**src/common/crc_snoop_defines.svh**
```systemverilog
`ifndef CRC_SNOOP_DEFINES_SVH
`define CRC_SNOOP_DEFINES_SVH

// register byte offsets on the wishbone slave
`define OFS_INPUT 8'h00
`define OFS_RESULT 8'h04
`define OFS_SNOOP 8'h08
`define OFS_CTRL 8'h0C
`define OFS_STATUS 8'h10

// snoop target register fields
`define SNOOP_WR_BIT 15
`define SNOOP_RD_BIT 14
`define SNOOP_ADDR_W 14

// control and status fields
`define CTRL_POLY_BIT 0
`define STATUS_BUSY_BIT 0

// generator polynomials, reflected for lsb-first processing
`define POLY_CCITT_REFL 16'h8408
`define POLY_CRC16_REFL 16'hA001

// reset values
`define RESULT_RST 16'h0000
`define SNOOP_RST 16'h0000
`define CTRL_RST 1'b0

// one byte is captured in one cycle and folded in the next, so it just meets the two-cycle limit
`define FOLD_CYCLES 1

`endif

```
**src/common/crc_snoop_pkg.sv**
```systemverilog
package crc_snoop_pkg;

    // observed access on the peripheral bus
    typedef struct packed {
        logic valid;
        logic we;
        logic [13:0] addr;
        logic [15:0] wdata;
        logic [15:0] rdata;
        logic word;
    } snoop_bus_s;

    typedef enum logic [1:0] {
        POLY_CCITT = 2'b01,
        POLY_CRC16 = 2'b10
    } poly_sel_e;

endpackage

```
**src/rtl/crc_snoop_engine.sv**
```systemverilog
// The address map and the Wishbone slave port were decided locally.
`timescale 1ns/10ps
`include "crc_snoop_defines.svh"
// Functional notes
// - code uses ccitt or crc-16 generator polynomial, both degree 16
// - a 16-bit check code covers any whole number of bytes
// - each byte written to the input register is folded into the result
// - one byte's code update completes within two machine cycles
// - snoop target register holds the watched peripheral address
// - top two bits of snoop target enable write and read snooping
// - snooped writes to the target are captured and folded; code drops one that meets a software input-byte write in the same cycle
// - snooped reads of the target are captured and folded; code drops one that meets a software input-byte write in the same cycle
// - in word cycles only the watched byte is captured
module crc_snoop_engine (
    input wire logic clk,
    input wire logic reset,
    input wire logic wb_cyc_i,
    input wire logic wb_stb_i,
    input wire logic wb_we_i,
    input wire logic [7:0] wb_adr_i,
    input wire logic [3:0] wb_sel_i,
    input wire logic [31:0] wb_dat_i,
    output logic [31:0] wb_dat_o,
    output logic wb_ack_o,
    input wire crc_snoop_pkg::snoop_bus_s snoop_i
);
    import crc_snoop_pkg::*;

    logic [7:0] check_input_byte_reg_ff;
    logic [15:0] check_result_reg_ff;
    logic [15:0] snoop_target_addr_reg_ff;
    logic poly_ctrl_ff;
    logic fold_pending_ff;
    logic [31:0] nxt_dat;
    logic [15:0] nxt_crc;
    logic bus_req;
    logic bus_wr;
    logic sw_byte_wr;
    logic snoop_hit;
    logic [7:0] snoop_byte;
    logic [15:0] poly_value;
    logic snoop_write_enable;
    logic snoop_read_enable;

    ////////////////////////////////////////////////////////////////////////
    // wishbone decode: single-cycle ack, dropped after one cycle
    assign bus_req = wb_cyc_i & wb_stb_i & ~wb_ack_o;
    assign bus_wr = bus_req & wb_we_i;
    assign sw_byte_wr = bus_wr & (wb_adr_i == `OFS_INPUT) & wb_sel_i[0];

    assign snoop_write_enable = snoop_target_addr_reg_ff[`SNOOP_WR_BIT];
    assign snoop_read_enable = snoop_target_addr_reg_ff[`SNOOP_RD_BIT];

    // full-field compare on the word-aligned address; lane from bit 0
    always_comb begin
        snoop_hit = 1'b0;
        snoop_byte = 8'h00;
        if (snoop_i.valid &&
            snoop_i.addr[13:1] == snoop_target_addr_reg_ff[13:1] &&
            (snoop_i.word || snoop_i.addr[0] == snoop_target_addr_reg_ff[0])) begin
            if (snoop_i.we && snoop_write_enable) begin
                snoop_hit = 1'b1;
                snoop_byte = snoop_target_addr_reg_ff[0] ? snoop_i.wdata[15:8]
                                                         : snoop_i.wdata[7:0];
            end else if (!snoop_i.we && snoop_read_enable) begin
                snoop_hit = 1'b1;
                snoop_byte = snoop_target_addr_reg_ff[0] ? snoop_i.rdata[15:8]
                                                         : snoop_i.rdata[7:0];
            end
        end
    end

    ////////////////////////////////////////////////////////////////////////
    // crc datapath: bit-serial division unrolled over the held byte
    assign poly_value = poly_ctrl_ff ? `POLY_CRC16_REFL : `POLY_CCITT_REFL;

    always_comb begin
        nxt_crc = check_result_reg_ff;
        for (int i = 0; i < 8; i++) begin
            // lsb first, so the reflected polynomial shifts right
            if (nxt_crc[0] ^ check_input_byte_reg_ff[i]) begin
                nxt_crc = (nxt_crc >> 1) ^ poly_value;
            end else begin
                nxt_crc = nxt_crc >> 1;
            end
        end
    end

    // byte capture; software write wins over a snoop in the same cycle
    always_ff @(posedge clk or posedge reset) begin
        if (reset) begin
            check_input_byte_reg_ff <= 8'h00;
            fold_pending_ff <= 1'b0;
        end else begin
            fold_pending_ff <= sw_byte_wr | snoop_hit;
            if (sw_byte_wr) begin
                check_input_byte_reg_ff <= wb_dat_i[7:0];
            end else if (snoop_hit) begin
                check_input_byte_reg_ff <= snoop_byte;
            end
        end
    end

    // result: folded the cycle after capture, so done in two cycles
    always_ff @(posedge clk or posedge reset) begin
        if (reset) begin
            check_result_reg_ff <= `RESULT_RST;
        end else if (bus_wr && wb_adr_i == `OFS_RESULT) begin
            // seed load; a pending fold is overridden by the new seed
            if (wb_sel_i[0]) begin
                check_result_reg_ff[7:0] <= wb_dat_i[7:0];
            end
            if (wb_sel_i[1]) begin
                check_result_reg_ff[15:8] <= wb_dat_i[15:8];
            end
        end else if (fold_pending_ff) begin
            check_result_reg_ff <= nxt_crc;
        end
    end

    // snoop target and polynomial control
    always_ff @(posedge clk or posedge reset) begin
        if (reset) begin
            snoop_target_addr_reg_ff <= `SNOOP_RST;
            poly_ctrl_ff <= `CTRL_RST;
        end else begin
            if (bus_wr && wb_adr_i == `OFS_SNOOP) begin
                if (wb_sel_i[0]) begin
                    snoop_target_addr_reg_ff[7:0] <= wb_dat_i[7:0];
                end
                if (wb_sel_i[1]) begin
                    snoop_target_addr_reg_ff[15:8] <= wb_dat_i[15:8];
                end
            end
            if (bus_wr && wb_adr_i == `OFS_CTRL && wb_sel_i[0]) begin
                poly_ctrl_ff <= wb_dat_i[`CTRL_POLY_BIT];
            end
        end
    end

    ////////////////////////////////////////////////////////////////////////
    // read mux; unmapped offsets read zero and are still acked
    always_comb begin
        nxt_dat = 32'h0000_0000;
        if (wb_adr_i == `OFS_INPUT) begin
            nxt_dat[7:0] = check_input_byte_reg_ff;
        end else if (wb_adr_i == `OFS_RESULT) begin
            nxt_dat[15:0] = check_result_reg_ff;
        end else if (wb_adr_i == `OFS_SNOOP) begin
            nxt_dat[15:0] = snoop_target_addr_reg_ff;
        end else if (wb_adr_i == `OFS_CTRL) begin
            nxt_dat[`CTRL_POLY_BIT] = poly_ctrl_ff;
        end else if (wb_adr_i == `OFS_STATUS) begin
            nxt_dat[`STATUS_BUSY_BIT] = fold_pending_ff;
        end
    end

    // ack one cycle after the strobe; data registered with it
    always_ff @(posedge clk or posedge reset) begin
        if (reset) begin
            wb_ack_o <= 1'b0;
            wb_dat_o <= 32'h0000_0000;
        end else begin
            wb_ack_o <= bus_req;
            if (bus_req && !wb_we_i) begin
                wb_dat_o <= nxt_dat;
            end
        end
    end

endmodule

```
**config.mk**
```make
export PLATFORM = sky130hd
export DESIGN_NAME = crc_snoop_engine
export DESIGN_NICKNAME = d
export VERILOG_FILES = /design/src/common/crc_snoop_pkg.sv /design/src/rtl/crc_snoop_engine.sv
export VERILOG_INCLUDE_DIRS = /design/src /design/src/common
export SDC_FILE = /design/constraint.sdc
export NUM_CORES = 1
export LEC_CHECK = 0
export ABC_AREA = 1
export BUFFER_PORTS_ARGS = -buffer_cell sky130_fd_sc_hd__buf_2
export CAP_MARGIN = 20
export CELL_PAD_IN_SITES_DETAIL_PLACEMENT = 1
export CELL_PAD_IN_SITES_GLOBAL_PLACEMENT = 1
export CORE_UTILIZATION = 33
export CTS_BUF_LIST = sky130_fd_sc_hd__clkbuf_8
export CTS_CLUSTER_SIZE = 24
export DETAILED_ROUTE_END_ITERATION = 8
export GPL_ROUTABILITY_DRIVEN = 1
export PLACE_DENSITY = 0.84
export SETUP_SLACK_MARGIN = 0.02
export SLEW_MARGIN = 20
export SYNTH_ARGS = -nofsm -noshare
export SYNTH_HDL_FRONTEND = slang
export SYNTH_SLANG_ARGS = --single-unit
```
**constraint.sdc**
```tcl
create_clock -name clk -period 2.1 [get_ports clk]
set_input_delay 0.42 -clock clk [delete_from_list [all_inputs] [get_ports clk]]
set_output_delay 0.42 -clock clk [all_outputs]
set_load 0.005 [all_outputs]
```
==> flow_summary.yaml, run 1 <==
timing:
  fin_skew_ns: 0.0163
  fin_ws_ns: -0.855
  setup_tns_ns: -7.68
  post-route-period-util_pct: 141
  min_period_ns: 2.96
  worst_pin_slew_ns: 0.678
  fmax_mhz: 338
  finalSetupViolCount: 15
  hold_viol_final: 0
  rsz0062_at_grt: "yes"
  slew_viol_final: 0
  slew-limit-headroom_pct: 54.6
clock_network:
  numCtsBuffers: 9
  clkTransAtPathRegs_ns: 0.08
  cts_hold_buf: 0
  clock_sinks: 59
  htree_levels: 3
  cts-root-buf: "clkbuf_8"
  clock_path_buffers: 2
  cts_tree: "yes"
  insertion_delay_ns: 0.36
grt:
  overflow: 0
  grt_max_degree: 60
  grt_pass1_wl_um: 29500
  grt_use_total_pct: 30.9
  grt_pass1_vias: 5358
  antenna_found_initial: 0
logic_synthesis:
  ys_types: 44
  avgSynthCellArea_sq_um: 7.33
  ys_ff_latch: 59
  yosysWarnings: 0
  synth.area.top_cells: "dfrtp_1 37%, nand2_1 12%, o21ai_0 9.0%"
  synth_cells: 541
  ys_seq_area_share_pct: 37.2
  yosysTopAreaCell: "dfrtp_1"
  synth_area_sq_um: 3960
  yosys.area.top_type_share_pct: 37.2
power_and_ir_drop:
  p_int_w: 0.00202
  power_density_nw_per_um2: 470
  ir_worst_vdd_uv: 289
  total_power_w: 0.00280
  p_sw_share_pct: 27.9
  total_leakage_power_nw: 3.02
  power_frac_clock_pct: 45.5
  power.share.combinational_pct: 13.1
  p_switching_w: 0.000780
  seqPwrFrac_pct: 41.4
floorplanning:
  io_pins: 131
  start_util_pct: 34.3
  die_y_um: 112
  dieArea_sq_um: 12500
  core_sq_um: 11600
  die_w_um: 112
  core.rowCount: 39
setup_path:
  startpoint_type: "flip-flop"
  end_kind: "flip-flop"
  critical_path_required_ns: 2.40
  reg2regPathDepth: 22
  critPathMaxFanout: 4
  path_class: "reg2reg"
  arrival_ns: 3.26
placement:
  gp_congestion: 0.914
  io_buffers: 96
  dp_hpwl_um: 11600
min_path:
  hold_class: "in2async"
routing:
  antenna_left: 0
  drt_pass1_iterations: 8
  drcViolationCount: 10
  vias: 5154
  drt-vias-per-instance: 5.82
  avgRoutedWirePerCell_um: 23.5
  dr.first_iter.drc_count: 676
  drt_wl_total_um: 20800
layout:
  nets: 835
  final_layout_size_suffix_gt1_share_pct: 43.0
  diodes: 0
  syn_to_final_growth_pct: 50.2
run_status:
  violations: "design-rule violations, negative setup slack"
  status: "finished with violations"
run:
  maxCapViolCount: 0
metal layers:
| metal | routed length, um | up-vias | GRT usage (%) |
|---|---|---|---|
| met5 | 0 | - | 0 |
| met4 | 1350 | 0 | 17.6 |
| met3 | 1660 | 118 | 4.46 |
| met2 | 10200 | 358 | 54.3 |
| met1 | 7620 | 2523 | 36.0 |
| li1 | - | 2155 | - |
area by class of cell:
type | count | area (sq um)
Clock buffer | 11 | 151
Multi-Input combinational cell | 392 | 2460
Sequential cell | 59 | 1480
Timing Repair Buffer | 200 | 1320
Fill cell | 1421 | 5610
Tap cell | 143 | 179
Inverter | 75 | 289
Clock inverter | 5 | 76.3
critical path, stage by stage (launching register included):
cell and delay, ns:
dfrtp_2 0.46, inv_2 0.11, nand2_2 0.06, nand2_2 0.10, nand3_4 0.10, nand3_4 0.10
nand2_2 0.06, nand2_2 0.08, nand3_2 0.09, nand3_2 0.11, nand2_2 0.07, nand2_4 0.07
nand3_4 0.10, nand2_4 0.09, nand2_4 0.06, nand3_4 0.13, nand2_4 0.07, nand2_4 0.09
nand2_1 0.13, nor2_1 0.15, xor2_1 0.44, o21ai_1 0.13, nand2_1 0.09
flip-flops by register name, summed over array words and instances, names as in the netlist:
register and flops:
wb_ack_o 1, check_result_reg_ff 16, poly_ctrl_ff 1, fold_pending_ff 1
snoop_target_addr_reg_ff 16, check_input_byte_reg_ff 8, wb_dat_o 16
path summary, 6_finish.rpt:
check / start / to / slack, ns
max: check_result_reg_ff[0]$_DFFE_PP0P_ / check_result_reg_ff[2]$_DFFE_PP0P_ / -0.86
min: reset / wb_dat_o[0]$_DFFE_PP0P_ / 0.11
max reg2reg: check_result_reg_ff[0]$_DFFE_PP0P_ / check_result_reg_ff[2]$_DFFE_PP0P_ / -0.86
min reg2reg: wb_ack_o$_DFF_PP0_ / wb_ack_o$_DFF_PP0_ / 0.48
max in group asynchronous: reset / snoop_target_addr_reg_ff[13]$_DFFE_PP0P_ / 1.68
min in group clk: wb_dat_i[11] / snoop_target_addr_reg_ff[11]$_DFFE_PP0P_ / 0.35
layout by cell type, fill, tap and decap left out, drive strengths merged, types with 2 or more instances in the layout:
| cell | netlist | layout |
|---|---|---|
| clkinv | 3 | 4 |
| o22ai | 12 | 12 |
| buf | 19 | 200 |
| a221oi | 7 | 7 |
| a22o | 2 | 2 |
| conb | 1 | 16 |
| a31oi | 2 | 2 |
| nand2 | 141 | 141 |
| inv | 72 | 73 |
| nand4 | 3 | 3 |
| mux2 | 4 | 4 |
| o21ai | 76 | 76 |
| nor4 | 5 | 5 |
| o211ai | 6 | 6 |
| nor3 | 2 | 2 |
| a21oi | 14 | 14 |
| bufinv | 0 | 2 |
| nand3 | 26 | 26 |
| dfrtp | 59 | 59 |
| o2111ai | 2 | 2 |
| clkbuf | 11 | 11 |
| xor2 | 17 | 17 |
| or2 | 2 | 2 |
| nor2 | 38 | 38 |
| o221ai | 9 | 9 |
cells by family (layout without fill, tap and decap cells):
| kind of cell | Yosys count | in the layout | synth area share [%] |
|---|---|---|---|
| DFF | 59 | 59 | 37.2 |
| other | 1 | 16 | 0.0946 |
| AOI/OAI and AO/OA | 136 | 136 | 20.3 |
| and+or+nand+nor | 218 | 218 | 25.2 |
| xor gates and xnor gates | 17 | 17 | 3.95 |
| muxes | 5 | 5 | 1.39 |
| buffers and inverters | 105 | 291 | 11.8 |
cells in the mapped netlist, drive strengths merged:
cell type	number
a211oi	1
a21boi	1
a21oi	14
a221oi	7
a22o	2
a22oi	1
a31oi	2
and2	1
buf	19
clkbuf	11
clkinv	3
conb	1
dfrtp	59
inv	72
mux2	4
mux2i	1
nand2	141
nand3	26
nand4	3
nor2	38
nor3	2
nor4	5
o2111ai	2
o211ai	6
o21a	1
o21ai	76
o21bai	1
o221ai	9
o22ai	12
o31ai	1
or2	2
xor2	17
power by group through the flow:
stage | logic, W | clock network [W] | registers, W
floorplan | 0.000151 | 0 | 0.00117
global placement | 0.000268 | 0 | 0.00118
detailed placement | 0.000281 | 0 | 0.00118
CTS | 0.000305 | 0.00123 | 0.00116
global route | 0.000393 | 0.00128 | 0.00116
finish | 0.000366 | 0.00127 | 0.00116
stage by stage:
step	instance area, sq um	setup slack, ns	utilization [%]	hold slack, ns	instances
2_1_floorplan	4050	-0.153	-	0.453	556
3_3_place_gp	5010	-0.302	43.3	0.453	827
3_5_place_dp	5010	-0.497	43.3	0.473	827
4_1_cts	5630	-0.494	48.7	0.136	876
5_1_grt	5950	-0.940	51.5	0.157	885
6_report	5950	-0.855	51.5	0.115	885
what timing repair did:
| action | in CTS | in global routing |
|---|---|---|
| pin swaps | 22 | 37 |
| resized for setup | 40 | 70 |
| setup buffers | 33 | 16 |
| endpoints found under the setup margin | 14 | 28 |
Note: power is estimated with default switching activity, not from simulation.
==> run 2: changes to the inputs <==
Settings changed: CORE_ASPECT_RATIO set to 1.1.
==> flow_summary.yaml, run 2 (same netlist as run 1, synthesis figures left out) <==
setup_path:
  arrival_ns: 2.91
  regToRegStartpoint: "check_input_byte_reg_ff[2]$_DFFE_PP0P_"
  critPathMaxFanout: 6
  critPathLaunch: "check_input_byte_reg_ff[2]$_DFFE_PP0P_"
  startpoint_type: "flip-flop"
  end_kind: "flip-flop"
  critical_path_required_ns: 2.35
  path_class: "reg2reg"
power_and_ir_drop:
  total_leakage_power_nw: 2.96
  seqPwrFrac_pct: 43.5
  p_switching_w: 0.000719
  total_power_w: 0.00266
  power_frac_clock_pct: 43.6
  power.share.combinational_pct: 12.9
  power_density_nw_per_um2: 462
  p_int_w: 0.00194
  ir_worst_vdd_uv: 460
  p_sw_share_pct: 27.0
timing:
  worst_pin_slew_ns: 0.588
  fmax_mhz: 376
  holdWs_ns: 0.119
  min_period_ns: 2.66
  finalSetupViolCount: 13
  slew_viol_final: 0
  rsz0062_at_grt: "yes"
  post-route-period-util_pct: 127
  fin_ws_ns: -0.562
  fin_skew_ns: 0.0118
  hold_viol_final: 0
  slew-limit-headroom_pct: 60.7
layout:
  final_layout_size_suffix_gt1_share_pct: 39.9
  final_common_cell: "nand2_1"
  nets: 825
  syn_to_final_growth_pct: 45.3
  reg_top3: "check_result_reg_ff x16, snoop_target_addr_reg_ff x16, wb_dat_o x16"
  fin_util_pct: 49.7
  fin_cells: 882
  stdcell_area_sq_um: 5760
  diodes: 0
  layout_common_cells: "111 x nand2_1, 96 x buf_2, 90 x buf_4"
clock_network:
  numCtsBuffers: 9
  insertion_delay_ns: 0.36
  clkTransAtPathRegs_ns: 0.08
  cts-root-buf: "clkbuf_8"
  cts_tree: "yes"
  htree_levels: 3
  cts_hold_buf: 0
  clock_sinks: 59
  clock_path_buffers: 2
floorplanning:
  dieArea_sq_um: 12500
  io_pins: 131
  start_util_pct: 34.2
  die_w_um: 106
  core_sq_um: 11600
  core.rowCount: 41
  die_y_um: 117
grt:
  grt_pass1_wl_um: 24600
  grt_pass1_vias: 4865
  grt_max_degree: 60
  grt_use_total_pct: 26.0
  overflow: 0
  antenna_found_initial: 0
routing:
  drcViolationCount: 0
  antenna_left: 0
  drt_wl_total_um: 16700
  vias: 4664
  dr.first_iter.drc_count: 340
  avgRoutedWirePerCell_um: 18.9
  drt_pass1_iterations: 4
  drt-vias-per-instance: 5.29
placement:
  io_buffers: 96
  dp_cells: 838
  gp_congestion: 0.952
  placed_area_sq_um: 5050
  dp_hpwl_um: 11800
run:
  maxCapViolCount: 0
run_status:
  violations: "negative setup slack"
  status: "finished with violations"
min_path:
  hold_class: "in2async"
run 2: what timing repair did:
action                     4_1_cts  5_1_grt
resized for setup               22       56
pin swaps                       12       22
setup endpoints to repair       13       23
setup buffers                   15       13
run 2: area by class of cell:
cell class / count / area, sq um
clock buffer: 9 / 124
multi-input combinational: 392 / 2380
sequential: 59 / 1480
tap: 150 / 188
timing repair buffer: 190 / 1220
fill: 1465 / 5830
inverter: 75 / 284
clock inverter: 7 / 83.8
run 2: final timing paths:
kind                                                       to  slack, ns  cells past startpoint
min reg2reg                           wb_dat_o[9]$_DFFE_PP0P_       0.48                      2
max reg2reg                check_result_reg_ff[0]$_DFFE_PP0P_      -0.56                     21
min                                   wb_dat_o[9]$_DFFE_PP0P_       0.12                      3
max in group asynchronous            poly_ctrl_ff$_DFFE_PP0P_       1.68                      3
min in group clk                           wb_ack_o$_DFF_PP0_       0.32                      3
max                        check_result_reg_ff[0]$_DFFE_PP0P_      -0.56                     21
run 2: critical path, cell delays in order, from the launching register on:
cell     delay [ns]
dfrtp_1        0.42
xor2_2         0.30
buf_4          0.17
nand4_1        0.10
nand3_2        0.10
nand2_2        0.07
nand3_4        0.08
nand2_2        0.07
nand2_4        0.08
nand3_4        0.11
nand2_4        0.08
nand2_4        0.06
nand3_4        0.10
nand3_4        0.09
nand3_4        0.14
nand2_4        0.08
nand2_8        0.11
nand2_8        0.08
nand2_4        0.07
nand3_4        0.07
nand2_2        0.10
nand2_1        0.05
run 2: through the flow:
stage	setup slack (ns)	TNS (ns)
after floorplan	-0.153	-0.991
after global placement	-0.316	-3.32
after detailed placement	-0.523	-6.57
after CTS	-0.460	-4.78
after global routing	-0.754	-8.61
final	-0.562	-6.19
run 2: power groups by stage:
stage / Sequential [W] / Combinational, W / Clock, W
detailed placement: 0.00118 / 0.000286 / 0
global route: 0.00116 / 0.000373 / 0.00122
floorplan: 0.00117 / 0.000151 / 0
global placement: 0.00118 / 0.000272 / 0
CTS: 0.00116 / 0.000305 / 0.00117
finish: 0.00116 / 0.000343 / 0.00116
run 2: routing by layer:
layer	track usage (%)	up-vias	routed length [um]
li1	-	2142	-
met1	29.6	2305	6310
met2	49.1	177	8690
met3	3.65	40	1010
met4	10.4	0	691
met5	0	-	0
